## src/inc/vr_pkg.sv

```systemverilog
// Purpose: shared constants and types for the voice recorder host-signal block
// Assumes: 40 MHz system clock, 16-bit serial words sent least significant bit first
// Notes:   play and record rows are counted in samples, so they scale with the selected rate; cue rows are counted in clock cycles
package vr_pkg;

   // clock and timing
   localparam int CLK_HZ          = 40_000_000;
   localparam int BASE_RATE_KHZ   = 8;
   localparam int ROW_MS          = 200;
   localparam int ROW_HIGH_MS     = 175;
   localparam int ROW_LOW_MS      = 25;
   localparam int SAMPLES_PER_ROW = ROW_MS * BASE_RATE_KHZ;
   localparam int ROW_LOW_SAMPLES = ROW_LOW_MS * BASE_RATE_KHZ;
   localparam int TRACK_SAMPLES   = 16;
   localparam int ROWS            = 1200;
   localparam int CUE_HIGH_NS     = 109_380;
   localparam int CUE_LOW_NS      = 15_630;
   localparam int CUE_HIGH_CYC    = CUE_HIGH_NS * (CLK_HZ / 1_000_000) / 1000;
   localparam int CUE_LOW_CYC     = CUE_LOW_NS * (CLK_HZ / 1_000_000) / 1000;
   localparam int DIV_8K0         = CLK_HZ / 8000;
   localparam int DIV_6K4         = CLK_HZ / 6400;
   localparam int DIV_5K3         = CLK_HZ * 3 / 16000;
   localparam int DIV_4K0         = CLK_HZ / 4000;
   localparam int EXT_POST_DIV    = 64;

   // serial word layout
   localparam int WORD_W   = 16;
   localparam int OP_LSB   = 0;
   localparam int OP_W     = 4;
   localparam int DATA_LSB = 4;
   localparam int DATA_W   = 12;
   localparam int ROW_W    = 11;

   // opcodes
   localparam logic [3:0] OP_NOP        = 4'h0;
   localparam logic [3:0] OP_READ_ALERT = 4'h1;
   localparam logic [3:0] OP_CONFIG     = 4'h2;
   localparam logic [3:0] OP_PLAY       = 4'h3;
   localparam logic [3:0] OP_RECORD     = 4'h4;
   localparam logic [3:0] OP_CUE        = 4'h5;
   localparam logic [3:0] OP_STOP       = 4'h6;

   // status word bit positions
   localparam int ST_FULL_BIT = 0;
   localparam int ST_END_BIT  = 1;
   localparam int ST_BUSY_BIT = 2;
   localparam int ST_ROW_LSB  = 4;

   // configuration, carried in the data field of OP_CONFIG
   typedef struct packed {
      logic       ext_clk_sel;
      logic [1:0] line_route;
      logic       mic_to_agc;
      logic       line_gain_sel_hi;
      logic       line_gain_sel_lo;
      logic       rate_select_hi;
      logic       rate_select_lo;
   } vr_cfg_s;

   localparam int CFG_W = 8;
   localparam vr_cfg_s CFG_RESET = '0;

   typedef enum logic [1:0] {
      LINE_TO_NONE,
      LINE_TO_SPEAKER,
      LINE_TO_ARRAY,
      LINE_TO_OTHER
   } vr_line_route_e;

endpackage

```

## src/hw/vr_tick_div.sv

```systemverilog
// Purpose: counts enable pulses and emits one tick every i_div of them
// Assumes: i_div is at least one
// Notes:   a change of i_div takes effect at once; a count already at or past the new limit wraps on the next enable
`timescale 1ns/1ps
module vr_tick_div #(
   parameter int W = 14
) (
   // clock and reset
   input  wire logic         i_clk,
   input  wire logic         i_rst_n,
   // control
   input  wire logic         i_en,
   input  wire logic [W-1:0] i_div,
   // tick out
   output logic              o_tick
);

   logic [W-1:0] cnt_q;

   always_ff @(posedge i_clk or negedge i_rst_n) begin
      if (!i_rst_n) begin
         cnt_q  <= '0;
         o_tick <= 1'b0;
      end else begin
         o_tick <= 1'b0;
         if (i_en) begin
            if (cnt_q >= i_div - W'(1)) begin
               cnt_q  <= '0;
               o_tick <= 1'b1;
            end else begin
               cnt_q <= cnt_q + W'(1);
            end
         end
      end
   end

endmodule // vr_tick_div

```

## src/hw/vr_serial.sv

```systemverilog
// Purpose: serial slave shifter, 16-bit words least significant bit first
// Assumes: serial pins are synchronous to i_clk and slower than it
// Notes:   a word counts only when exactly 16 bits arrive while selected
`timescale 1ns/1ps
module vr_serial
   import vr_pkg::*;
(
   // clock and reset
   input  wire logic              i_clk,
   input  wire logic              i_rst_n,
   // serial pins
   input  wire logic              i_sclk,
   input  wire logic              i_ss_n,
   input  wire logic              i_mosi,
   output logic                   o_miso,
   output logic                   o_miso_oe,
   // word side
   input  wire logic [WORD_W-1:0] i_tx_word,
   output logic [WORD_W-1:0]      o_rx_word,
   output logic                   o_rx_valid
);

   logic              sclk_q;
   logic              ss_n_q;
   logic [WORD_W-1:0] rx_q;
   logic [WORD_W-1:0] tx_q;
   logic [4:0]        cnt_q;
   logic              sclk_rise;
   logic              sclk_fall;
   logic              sel_start;
   logic              sel_end;

   assign sclk_rise = i_sclk & ~sclk_q & ~i_ss_n;
   assign sclk_fall = ~i_sclk & sclk_q & ~i_ss_n;
   assign sel_start = ~i_ss_n & ss_n_q;
   assign sel_end   = i_ss_n & ~ss_n_q;
   assign o_miso_oe = ~i_ss_n;
   assign o_miso    = tx_q[0];

   always_ff @(posedge i_clk or negedge i_rst_n) begin
      if (!i_rst_n) begin
         sclk_q <= 1'b0;
         ss_n_q <= 1'b1;
      end else begin
         sclk_q <= i_sclk;
         ss_n_q <= i_ss_n;
      end
   end

   // receive on rising edge, lsb first
   always_ff @(posedge i_clk or negedge i_rst_n) begin
      if (!i_rst_n) begin
         rx_q  <= '0;
         cnt_q <= '0;
      end else if (sel_start) begin
         cnt_q <= '0;
      end else if (sclk_rise) begin
         rx_q <= {i_mosi, rx_q[WORD_W-1:1]};
         if (cnt_q != 5'h1f) begin
            cnt_q <= cnt_q + 5'h01;
         end
      end
   end

   // transmit on falling edge, lsb first
   always_ff @(posedge i_clk or negedge i_rst_n) begin
      if (!i_rst_n) begin
         tx_q <= '0;
      end else if (sel_start) begin
         tx_q <= i_tx_word;
      end else if (sclk_fall) begin
         tx_q <= {1'b0, tx_q[WORD_W-1:1]};
      end
   end

   always_ff @(posedge i_clk or negedge i_rst_n) begin
      if (!i_rst_n) begin
         o_rx_word  <= '0;
         o_rx_valid <= 1'b0;
      end else begin
         o_rx_valid <= sel_end && (cnt_q == 5'(WORD_W));
         if (sel_end) begin
            o_rx_word <= rx_q;
         end
      end
   end

endmodule // vr_serial

```

## src/hw/vr_host_signals.sv

```systemverilog
// Purpose: host-facing digital logic of a serial-controlled voice recorder
// Assumes: all pins synchronous to i_clk; analog array reports end markers on i_marker_found
// Notes:   open-drain pins only ever pull low; external clock pull-down sits in the pad
`timescale 1ns/1ps

module vr_host_signals
   import vr_pkg::*;
#(
   parameter int CUE_HIGH_CYCLES = CUE_HIGH_CYC,
   parameter int CUE_LOW_CYCLES  = CUE_LOW_CYC,
   parameter int DIV_8K          = DIV_8K0,
   parameter int DIV_6K          = DIV_6K4,
   parameter int DIV_5K          = DIV_5K3,
   parameter int DIV_4K          = DIV_4K0,
   parameter int SAMPLES_ROW     = SAMPLES_PER_ROW,
   parameter int LOW_SAMPLES     = ROW_LOW_SAMPLES,
   parameter int TRACK_LEN       = TRACK_SAMPLES,
   parameter int NUM_ROWS        = ROWS
) (
   // clock and reset
   input  wire logic             i_clk,
   input  wire logic             i_rst_n,
   // serial port
   input  wire logic             i_sclk,
   input  wire logic             i_ss_n,
   input  wire logic             i_mosi,
   output logic                  o_miso,
   output logic                  o_miso_oe,
   // alert, open drain
   output logic                  o_alert_out,
   output logic                  o_alert_oe,
   // row boundary strobe, open drain
   output logic                  o_row_strobe_out,
   output logic                  o_row_strobe_oe,
   // sample clock and array
   input  wire logic             i_ext_sample_clock_in,
   input  wire logic             i_marker_found,
   output logic                  o_sample_tick,
   // analog path settings
   output vr_cfg_s               o_cfg,
   output logic [1:0]            o_filter_band,
   // operation status
   output logic                  o_play_active,
   output logic                  o_rec_active,
   output logic                  o_cue_active,
   output logic [ROW_W-1:0]      o_row_addr,
   output logic                  o_memory_full_flag,
   output logic                  o_message_end_flag
);

   typedef enum logic [1:0] {
      VR_IDLE,
      VR_PLAY,
      VR_REC,
      VR_CUE
   } vr_op_e;

   localparam int DIV_W = 14;
   localparam int SMP_W = 12;
   localparam int CUE_W = 13;

   function automatic logic [DIV_W-1:0] rate_div(input logic [1:0] code);
      case (code)
         2'h0:    rate_div = DIV_W'(DIV_8K);
         2'h1:    rate_div = DIV_W'(DIV_6K);
         2'h2:    rate_div = DIV_W'(DIV_5K);
         default: rate_div = DIV_W'(DIV_4K);
      endcase
   endfunction

   vr_op_e              op_q;
   vr_cfg_s             cfg_q;
   logic [ROW_W-1:0]    row_q;
   logic [SMP_W-1:0]    smp_q;
   logic [CUE_W-1:0]    cue_q;
   logic                first_row_q;
   logic                full_q;
   logic                end_q;
   logic                alert_q;
   logic                strobe_low_q;
   logic                ext_q;
   logic                ext_half_q;
   logic                ext_half_d;
   logic                ext_en;
   logic                int_tick;
   logic                ext_tick;
   logic                tick;
   logic [WORD_W-1:0]   rx_word;
   logic                rx_valid;
   logic [WORD_W-1:0]   tx_word;
   logic [OP_W-1:0]     opcode;
   logic [DATA_W-1:0]   data;
   logic [1:0]          rate_code;
   logic [SMP_W-1:0]    row_len;
   logic                row_end;
   logic                last_row;
   logic                full_evt;
   logic                end_evt;
   logic                strobe_low_d;

   assign opcode    = rx_word[OP_LSB +: OP_W];
   assign data      = rx_word[DATA_LSB +: DATA_W];
   assign rate_code = {cfg_q.rate_select_hi, cfg_q.rate_select_lo};

   // serial slave
   always_comb begin
      tx_word                           = '0;
      tx_word[ST_FULL_BIT]              = full_q;
      tx_word[ST_END_BIT]               = end_q;
      tx_word[ST_BUSY_BIT]              = (op_q != VR_IDLE);
      tx_word[ST_ROW_LSB +: ROW_W]      = row_q;
   end

   vr_serial u_serial (
      .i_clk      (i_clk),
      .i_rst_n    (i_rst_n),
      .i_sclk     (i_sclk),
      .i_ss_n     (i_ss_n),
      .i_mosi     (i_mosi),
      .o_miso     (o_miso),
      .o_miso_oe  (o_miso_oe),
      .i_tx_word  (tx_word),
      .o_rx_word  (rx_word),
      .o_rx_valid (rx_valid)
   );

   // external clock halved on entry
   assign ext_half_d = ext_half_q ^ (i_ext_sample_clock_in & ~ext_q);
   assign ext_en     = ext_half_d & ~ext_half_q;

   always_ff @(posedge i_clk or negedge i_rst_n) begin
      if (!i_rst_n) begin
         ext_q      <= 1'b0;
         ext_half_q <= 1'b0;
      end else begin
         ext_q      <= i_ext_sample_clock_in;
         ext_half_q <= ext_half_d;
      end
   end

   vr_tick_div #(.W(DIV_W)) u_int_div (
      .i_clk   (i_clk),
      .i_rst_n (i_rst_n),
      .i_en    (1'b1),
      .i_div   (rate_div(rate_code)),
      .o_tick  (int_tick)
   );

   vr_tick_div #(.W(DIV_W)) u_ext_div (
      .i_clk   (i_clk),
      .i_rst_n (i_rst_n),
      .i_en    (ext_en),
      .i_div   (DIV_W'(EXT_POST_DIV)),
      .o_tick  (ext_tick)
   );

   assign tick          = cfg_q.ext_clk_sel ? ext_tick : int_tick;
   assign o_sample_tick = tick;

   // configuration
   always_ff @(posedge i_clk or negedge i_rst_n) begin
      if (!i_rst_n) begin
         cfg_q <= CFG_RESET;
      end else if (rx_valid && opcode == OP_CONFIG) begin
         cfg_q <= vr_cfg_s'(data[CFG_W-1:0]);
      end
   end

   assign o_cfg         = cfg_q;
   assign o_filter_band = rate_code;

   // row progress
   assign row_len  = first_row_q ? SMP_W'(SAMPLES_ROW + TRACK_LEN) : SMP_W'(SAMPLES_ROW);
   assign last_row = (row_q == ROW_W'(NUM_ROWS - 1));

   always_comb begin
      row_end = 1'b0;
      case (op_q)
         VR_PLAY, VR_REC: row_end = tick && (smp_q == row_len - SMP_W'(1));
         VR_CUE:          row_end = (cue_q == CUE_W'(CUE_HIGH_CYCLES + CUE_LOW_CYCLES - 1));
         default:         row_end = 1'b0;
      endcase
   end

   assign full_evt = row_end && last_row;
   assign end_evt  = i_marker_found && (op_q == VR_PLAY || op_q == VR_CUE);

   // operation state
   always_ff @(posedge i_clk or negedge i_rst_n) begin
      if (!i_rst_n) begin
         op_q <= VR_IDLE;
      end else if (rx_valid) begin
         case (opcode)
            OP_PLAY:   op_q <= VR_PLAY;
            OP_RECORD: op_q <= VR_REC;
            OP_CUE:    op_q <= VR_CUE;
            OP_STOP:   op_q <= VR_IDLE;
            default:   op_q <= op_q;
         endcase
      end else if (full_evt || end_evt) begin
         op_q <= VR_IDLE;
      end
   end

   always_ff @(posedge i_clk or negedge i_rst_n) begin
      if (!i_rst_n) begin
         row_q <= '0;
      end else if (rx_valid && (opcode == OP_PLAY || opcode == OP_RECORD || opcode == OP_CUE)) begin
         row_q <= data[ROW_W-1:0];
      end else if (row_end && !last_row) begin
         row_q <= row_q + ROW_W'(1);
      end
   end

   always_ff @(posedge i_clk or negedge i_rst_n) begin
      if (!i_rst_n) begin
         smp_q <= '0;
      end else if (rx_valid || op_q == VR_IDLE || op_q == VR_CUE) begin
         smp_q <= '0;
      end else if (tick) begin
         smp_q <= row_end ? '0 : smp_q + SMP_W'(1);
      end
   end

   always_ff @(posedge i_clk or negedge i_rst_n) begin
      if (!i_rst_n) begin
         cue_q <= '0;
      end else if (rx_valid || op_q != VR_CUE || row_end) begin
         cue_q <= '0;
      end else begin
         cue_q <= cue_q + CUE_W'(1);
      end
   end

   always_ff @(posedge i_clk or negedge i_rst_n) begin
      if (!i_rst_n) begin
         first_row_q <= 1'b0;
      end else if (rx_valid && opcode == OP_RECORD) begin
         first_row_q <= 1'b1;
      end else if (row_end || op_q == VR_IDLE) begin
         first_row_q <= 1'b0;
      end
   end

   // row strobe
   always_comb begin
      case (op_q)
         VR_PLAY, VR_REC: strobe_low_d = (smp_q >= row_len - SMP_W'(LOW_SAMPLES));
         VR_CUE:          strobe_low_d = (cue_q >= CUE_W'(CUE_HIGH_CYCLES));
         default:         strobe_low_d = 1'b0;
      endcase
   end

   always_ff @(posedge i_clk or negedge i_rst_n) begin
      if (!i_rst_n) begin
         strobe_low_q <= 1'b0;
      end else begin
         strobe_low_q <= strobe_low_d && !rx_valid;
      end
   end

   assign o_row_strobe_out = 1'b0;
   assign o_row_strobe_oe  = strobe_low_q;

   // flags and alert; a new event wins over the clear
   always_ff @(posedge i_clk or negedge i_rst_n) begin
      if (!i_rst_n) begin
         full_q <= 1'b0;
      end else if (full_evt) begin
         full_q <= 1'b1;
      end else if (rx_valid) begin
         full_q <= 1'b0;
      end
   end

   always_ff @(posedge i_clk or negedge i_rst_n) begin
      if (!i_rst_n) begin
         end_q <= 1'b0;
      end else if (end_evt) begin
         end_q <= 1'b1;
      end else if (rx_valid) begin
         end_q <= 1'b0;
      end
   end

   always_ff @(posedge i_clk or negedge i_rst_n) begin
      if (!i_rst_n) begin
         alert_q <= 1'b0;
      end else if (full_evt || end_evt) begin
         alert_q <= 1'b1;
      end else if (rx_valid) begin
         alert_q <= 1'b0;
      end
   end

   assign o_alert_out = 1'b0;
   assign o_alert_oe  = alert_q;

   // status outputs
   assign o_play_active      = (op_q == VR_PLAY);
   assign o_rec_active       = (op_q == VR_REC);
   assign o_cue_active       = (op_q == VR_CUE);
   assign o_row_addr         = row_q;
   assign o_memory_full_flag = full_q;
   assign o_message_end_flag = end_q;

endmodule // vr_host_signals

```

## config.mk

```make
export PLATFORM = sky130hd
export DESIGN_NAME = vr_host_signals
export DESIGN_NICKNAME = d
export VERILOG_FILES = /design/src/inc/vr_pkg.sv /design/src/hw/vr_tick_div.sv /design/src/hw/vr_serial.sv /design/src/hw/vr_host_signals.sv
export SDC_FILE = /design/constraint.sdc
export NUM_CORES = 1
export LEC_CHECK = 0
export ABC_AREA = 1
export BUFFER_PORTS_ARGS = -buffer_cell sky130_fd_sc_hd__buf_2
export CAP_MARGIN = 10
export CORE_UTILIZATION = 55
export CTS_BUF_LIST = sky130_fd_sc_hd__clkbuf_4 sky130_fd_sc_hd__clkbuf_8
export DETAILED_ROUTE_END_ITERATION = 7
export PLACE_DENSITY = 0.71
export SKIP_LAST_GASP = 1
export SYNTH_ARGS = -nofsm -noshare
export SYNTH_HDL_FRONTEND = slang
export SYNTH_SLANG_ARGS = --single-unit
```

## constraint.sdc

```tcl
create_clock -name i_clk -period 4.9 [get_ports i_clk]
set_clock_uncertainty 0.15 [all_clocks]
set_input_delay 0.245 -clock i_clk [delete_from_list [all_inputs] [get_ports i_clk]]
set_output_delay 0.245 -clock i_clk [all_outputs]
set_load 0.03 [all_outputs]
```

# Word-level counts from Yosys, hierarchy flattened
# Index checks and enable logic that the tools add are counted.
[word_totals]
in_bits = 7
wordCells = 141
out_inout_bits = 33
ff_bits = 138
[op_classes]
reduce_logical = 36
eq_ne = 17
order_cmp = 4
n_bitwise = 16
add_sub_neg = 9
mux = 30
[ops]
columns = ["operator", "n"]
rows = [
  ["$pmux W14 S3", 1],
  ["$mux W12", 3],
  ["$mux W16", 2],
  ["$add A14 B1 Y14 const B", 2],
  ["$mux W14", 2],
  ["$mux W11", 2],
  ["$mux W5", 4],
  ["$reduce_bool A2 Y1", 10],
  ["$ge A14 B14 Y1", 1],
  ["$ge A14 B6 Y1 const B", 1],
  ["$sub A14 B1 Y14 const B", 1],
  ["$add A13 B1 Y13 const B", 1],
  ["$eq A13 B13 Y1 const B", 1],
  ["$ge A13 B13 Y1 const B", 1],
  ["$mux W13", 1],
  ["$add A12 B1 Y12 const B", 1],
  ["$eq A12 B12 Y1", 1],
  ["$eq A4 B3 Y1 const B", 3],
  ["$ge A12 B12 Y1", 1],
  ["$sub A11 B1 Y12 const B", 1],
  ["$sub A11 B8 Y12 const B", 1],
  ["$add A11 B1 Y11 const B", 1],
  ["$eq A11 B11 Y1 const B", 1],
  ["$mux W1", 10],
  ["19 further kinds", 59],
]

# Logic depth before layout (Yosys ltp)
[depth]
word_depth = 9
ltp_mapped = 13

# By module
# Synthesis repeated with hierarchy kept, for this count alone.
[hier_totals]
cells_unflattened = 1055
hier_area_um2 = 8583.2
[by_module_without_submodules]
columns = ["module", "n_inst", "area_per_inst_um2", "seq_area_each_um2", "cells_each"]
rows = [
  ["vr_host_signals", 1, 3220.6, 1326.3, 407],
  ["vr_tick_div", 2, 1480.2, 375.4, 198],
  ["vr_serial", 1, 2402.3, 1402.6, 252],
]

# Least setup slack after synthesis
# No wires, ideal clock.
[synth_path]
path_kind = "register -> register"
start = "register cfg_q (netlist bit o_cfg[0])"
end = "register u_int_div.cnt_q[10]"
path_buffers = 1
required_time_ps = 4630
t_arrival_ps = 2109
stages_incl_launch_ff = 12
slack_ps = 2521
cell_sequence = "dfrtp_1 > inv_1 > ha_1 > ha_1 > nand2_1 > inv_1 > nand2_1 > a31oi_1 > nor3_1 > nand3_1 > buf_2 > nor2_1"
[synth_between]
elab_chain_len = 5
elab_cells_between_ends = 7
[synth_lines]
columns = ["item", "line_no", "source"]
rows = [
  ["start, declared", "vr_host_signals.sv:72", "vr_cfg_s cfg_q;"],
  ["start signal, assigned", "vr_host_signals.sv:165", "cfg_q <= vr_cfg_s'(data[CFG_W-1:0]);"],
  ["$eq A2 B2 Y1, or another cell as far along", "vr_host_signals.sv:63", "case (code)"],
  ["$pmux W14 S3 (*)", "vr_host_signals.sv:63", ""],
  ["$sub A14 B1 Y14 (*)", "vr_tick_div.sv:27", "if (cnt_q >= i_div - W'(1)) begin"],
  ["$ge A14 B14 Y1 (*)", "vr_tick_div.sv:27", ""],
  ["$mux W14 (*)", "vr_tick_div.sv:27", ""],
  ["end signal, assigned", "vr_tick_div.sv:31", "cnt_q <= cnt_q + W'(1);"],
  ["end, declared", "vr_tick_div.sv:18", "logic [W-1:0] cnt_q;"],
]
# Every way passes the cells marked *; elsewhere a longest branch is shown, timed or not.
# A chain may end at the register's enable or synchronous reset.

# Final worst setup path
# Same ends and word-level chain as after synthesis.

==> impl_metrics.env <==
export IMPL_cts_max_level=4
export IMPL_dieHeight_um=114
export IMPL_dp_hpwl_mm=9.61
export IMPL_ys_warn_count=0
export IMPL_yosysUniqueCellTypes=43
export IMPL_clock_latency_ps=450
export IMPL_rows=40
export IMPL_finalHoldViolCount=0
export IMPL_p_int_mw=1.99
export IMPL_drv_slew=0
export IMPL_post_synth_top_count_cell="nand2_1"
export IMPL_p_per_area_mw_per_mm2=346
export IMPL_viasPerCell=5.20
export IMPL_grt_max_degree=96
export IMPL_tightest_slew_ps=913
export IMPL_drive_above_1_share_pct=10.9
export IMPL_p_sw_mw=0.681
export IMPL_antenna_found_initial=0
export IMPL_synth_edf_count=0
export IMPL_path_cells="inv_1 > ha_1 > inv_1 > ha_1 > a21oi_1 > nor2_1 > nor3_1 > nand3_1 > nor2_1"
export IMPL_ys_async_sr_fraction_pct=100
export IMPL_status="complete, no violations"
export IMPL_cp_start_kind="flip-flop"
export IMPL_area_growth_pct=12.2
export IMPL_stdcell_count=1024
export IMPL_routed_wl_mm=13.6
export IMPL_rsz0062_at_grt="no"
export IMPL_synth_seq_area_share_pct=49.9
export IMPL_cp_arrival_ps=2760
export IMPL_cts_sinks=137
export IMPL_tns_ps=0
export IMPL_synth_area_leaders="dfrtp_1 49%, nand2_1 8.8%, ha_1 6.5%"
export IMPL_drt_pre_antenna_iters=5
export IMPL_finalCritPeriodShare_pct=52.0
export IMPL_drtAntennaViolNets=0
export IMPL_pwr_share_clk_pct=41.8
export IMPL_setup_viol=0
export IMPL_max_slew_margin_pct=39.0
export IMPL_portBuffers=37
export IMPL_die_w_um=114
export IMPL_post_route_min_period_ps=2550
export IMPL_grt_total_usage_pct=23.3
export IMPL_p_leak_nw=3.68
export IMPL_dp_cells=985
export IMPL_seqPwrFrac_pct=48.0
export IMPL_yosysTopAreaCell="dfrtp_1"
export IMPL_max_cap_violations=0
export IMPL_syn_inst=801
export IMPL_synth_ff_type="dfrtp_1"
export IMPL_drt_wirelength_per_cell_um=13.3
export IMPL_die_area_mm2=0.0130
export IMPL_slowest_stage="dfrtp_1"
export IMPL_numCtsBuffers=17
export IMPL_crit_path_max_incr_delay_ps=440
export IMPL_crit_type="reg2reg"
export IMPL_hp_class="in2async"
export IMPL_synth_area_mm2=0.00688
export IMPL_required_ps=5110
export IMPL_ys_ff_latch=137
export IMPL_drc=0
export IMPL_grt_pass1_vias=5171
export IMPL_clockBufferDepth=2
export IMPL_switching_share_pct=25.5
export IMPL_gp_congestion=0.861
export IMPL_cts_clk_slew_worst_paths_ps=80
export IMPL_syn_area_per_cell_um2=8.59
export IMPL_cp_max_fo=15
export IMPL_grt_pass1_wl_mm=23.6
export IMPL_grt_overflow_total=0
export IMPL_antenna_cells=0
export IMPL_yosys_area_top_type_share_pct=49.5
export IMPL_cts_tree="yes"
export IMPL_final_nets=886
export IMPL_netlist_top_cells_count="161 x nand2_1, 136 x dfrtp_1, 100 x nor2_1"
export IMPL_cp_end_kind="flip-flop"
export IMPL_fmax_mhz=393
export IMPL_dr_first_iter_drc_count=324
export IMPL_combPwrFrac_pct=10.3
export IMPL_start_util_pct=56.8
export IMPL_vias=5329
export IMPL_ir_worst_vdd_mv=0.237
export IMPL_cts_root_buffer="clkbuf_8"
export IMPL_coreArea_mm2=0.0121
export IMPL_ios=40
export IMPL_cts_resized=0
-- metal layers --
metal | track usage (%) | wire length (um) | part of all wire (%)
met4 | 9.09 | 229 | 1.7
met1 | 30.3 | 6460 | 47
met3 | 6.00 | 485 | 3.6
met5 | 0 | 0 | 0
met2 | 37.4 | 6430 | 47
-- registers in the layout, indices dropped and copies added (netlist names), 2 cells and up --
name                count
smp_q                  12
u_ext_div.cnt_q        14
u_serial.cnt_q          5
u_int_div.cnt_q        14
o_row_addr             11
u_serial.o_rx_word     15
u_serial.rx_q          16
cue_q                  13
op_q                    2
u_serial.tx_q          15
o_cfg                   8
-- cell type report --
type,count,area [um2]
Multi-Input combinational cell,543,2950
Inverter,99,372
Clock buffer,19,262
Sequential cell,137,3430
Timing Repair Buffer,45,274
Clock inverter,13,221
Fill cell,1054,4400
Tap cell,168,210
-- cells in the final DEF, fill, tap and decap left out, types with 3 or more instances in the layout --
cell type	instances
inv_1	95
a21oi_1	19
dlygate4sd3_1	6
mux2_2	6
bufinv_16	6
a31oi_1	12
nand4_1	12
buf_2	36
nor2_1	100
xor2_1	26
nor3_1	18
o21ai_0	57
clkbuf_8	19
o21ai_1	3
ha_1	36
dfrtp_1	136
nand2_1	161
inv_2	4
nand3_1	55
nor2_2	3
xnor2_1	9
clkinv_2	5
-- worst paths after layout --
| path | start | endpoint | slack [ps] | depth (start not counted) |
|---|---|---|---|---|
| min reg2reg | u_ext_div.cnt_q[13] | u_ext_div.cnt_q[13] | 330 | 2 |
| min | i_rst_n | smp_q[8] | 270 | 2 |
| max reg2reg | o_cfg[0] | u_int_div.cnt_q[10] | 2350 | 9 |
| max | o_cfg[0] | u_int_div.cnt_q[10] | 2350 | 9 |
| max in group asynchronous | i_rst_n | u_ext_div.cnt_q[12] | 3290 | 3 |
| min in group i_clk | i_ext_sample_clock_in | ext_q | 300 | 2 |
-- repair_timing --
action	4_1_cts	5_1_grt
hold endpoints to repair	99	0
hold buffers	6	0
endpoints found under the setup margin	0	0
setup buffers	0	0
-- through the flow --
| stage | area (um2) | setup slack, ps | utilization [%] | total power, mW | hold slack [ps] |
|---|---|---|---|---|---|
| finish | 7720 | 2350 | 63.7 | 2.67 | 270 |
| floorplan | 6880 | 2520 | - | 1.48 | -201 |
| global route | 7720 | 2090 | 63.7 | 2.79 | 293 |
| detailed placement | 7160 | 2350 | 59.1 | 1.58 | 220 |
| global placement | 7160 | 2450 | 59.1 | 1.56 | 218 |
| CTS | 7700 | 2330 | 63.6 | 2.70 | 267 |
-- power groups by stage --
stage / Combinational (mW) / Clock [mW] / Sequential, mW
2_1_floorplan: 0.180 / 0 / 1.31
3_3_place_gp: 0.265 / 0 / 1.30
3_5_place_dp: 0.276 / 0 / 1.30
4_1_cts: 0.279 / 1.14 / 1.28
5_1_grt: 0.320 / 1.18 / 1.29
6_report: 0.275 / 1.12 / 1.28
-- worst max-delay path: cells and delay by family (launching register included) --
| kind | cells | cell delay (ps) |
|---|---|---|
| compound gates | 1 | 150 |
| simple gates | 4 | 860 |
| fa+ha+maj | 2 | 650 |
| buf+inv | 2 | 200 |
| flops | 1 | 440 |
-- logic make-up after synthesis --
logic type | Yosys count | share of synthesized area (%)
simple gates | 358 | 22.1
flops | 137 | 49.9
buf+inv | 122 | 7.33
compound gates | 106 | 8.64
fa+ha+maj | 36 | 6.55
xor+xnor | 35 | 4.46
mux | 6 | 0.982
other cells | 1 | 0.0545
Power figures use the tool's default switching activity.
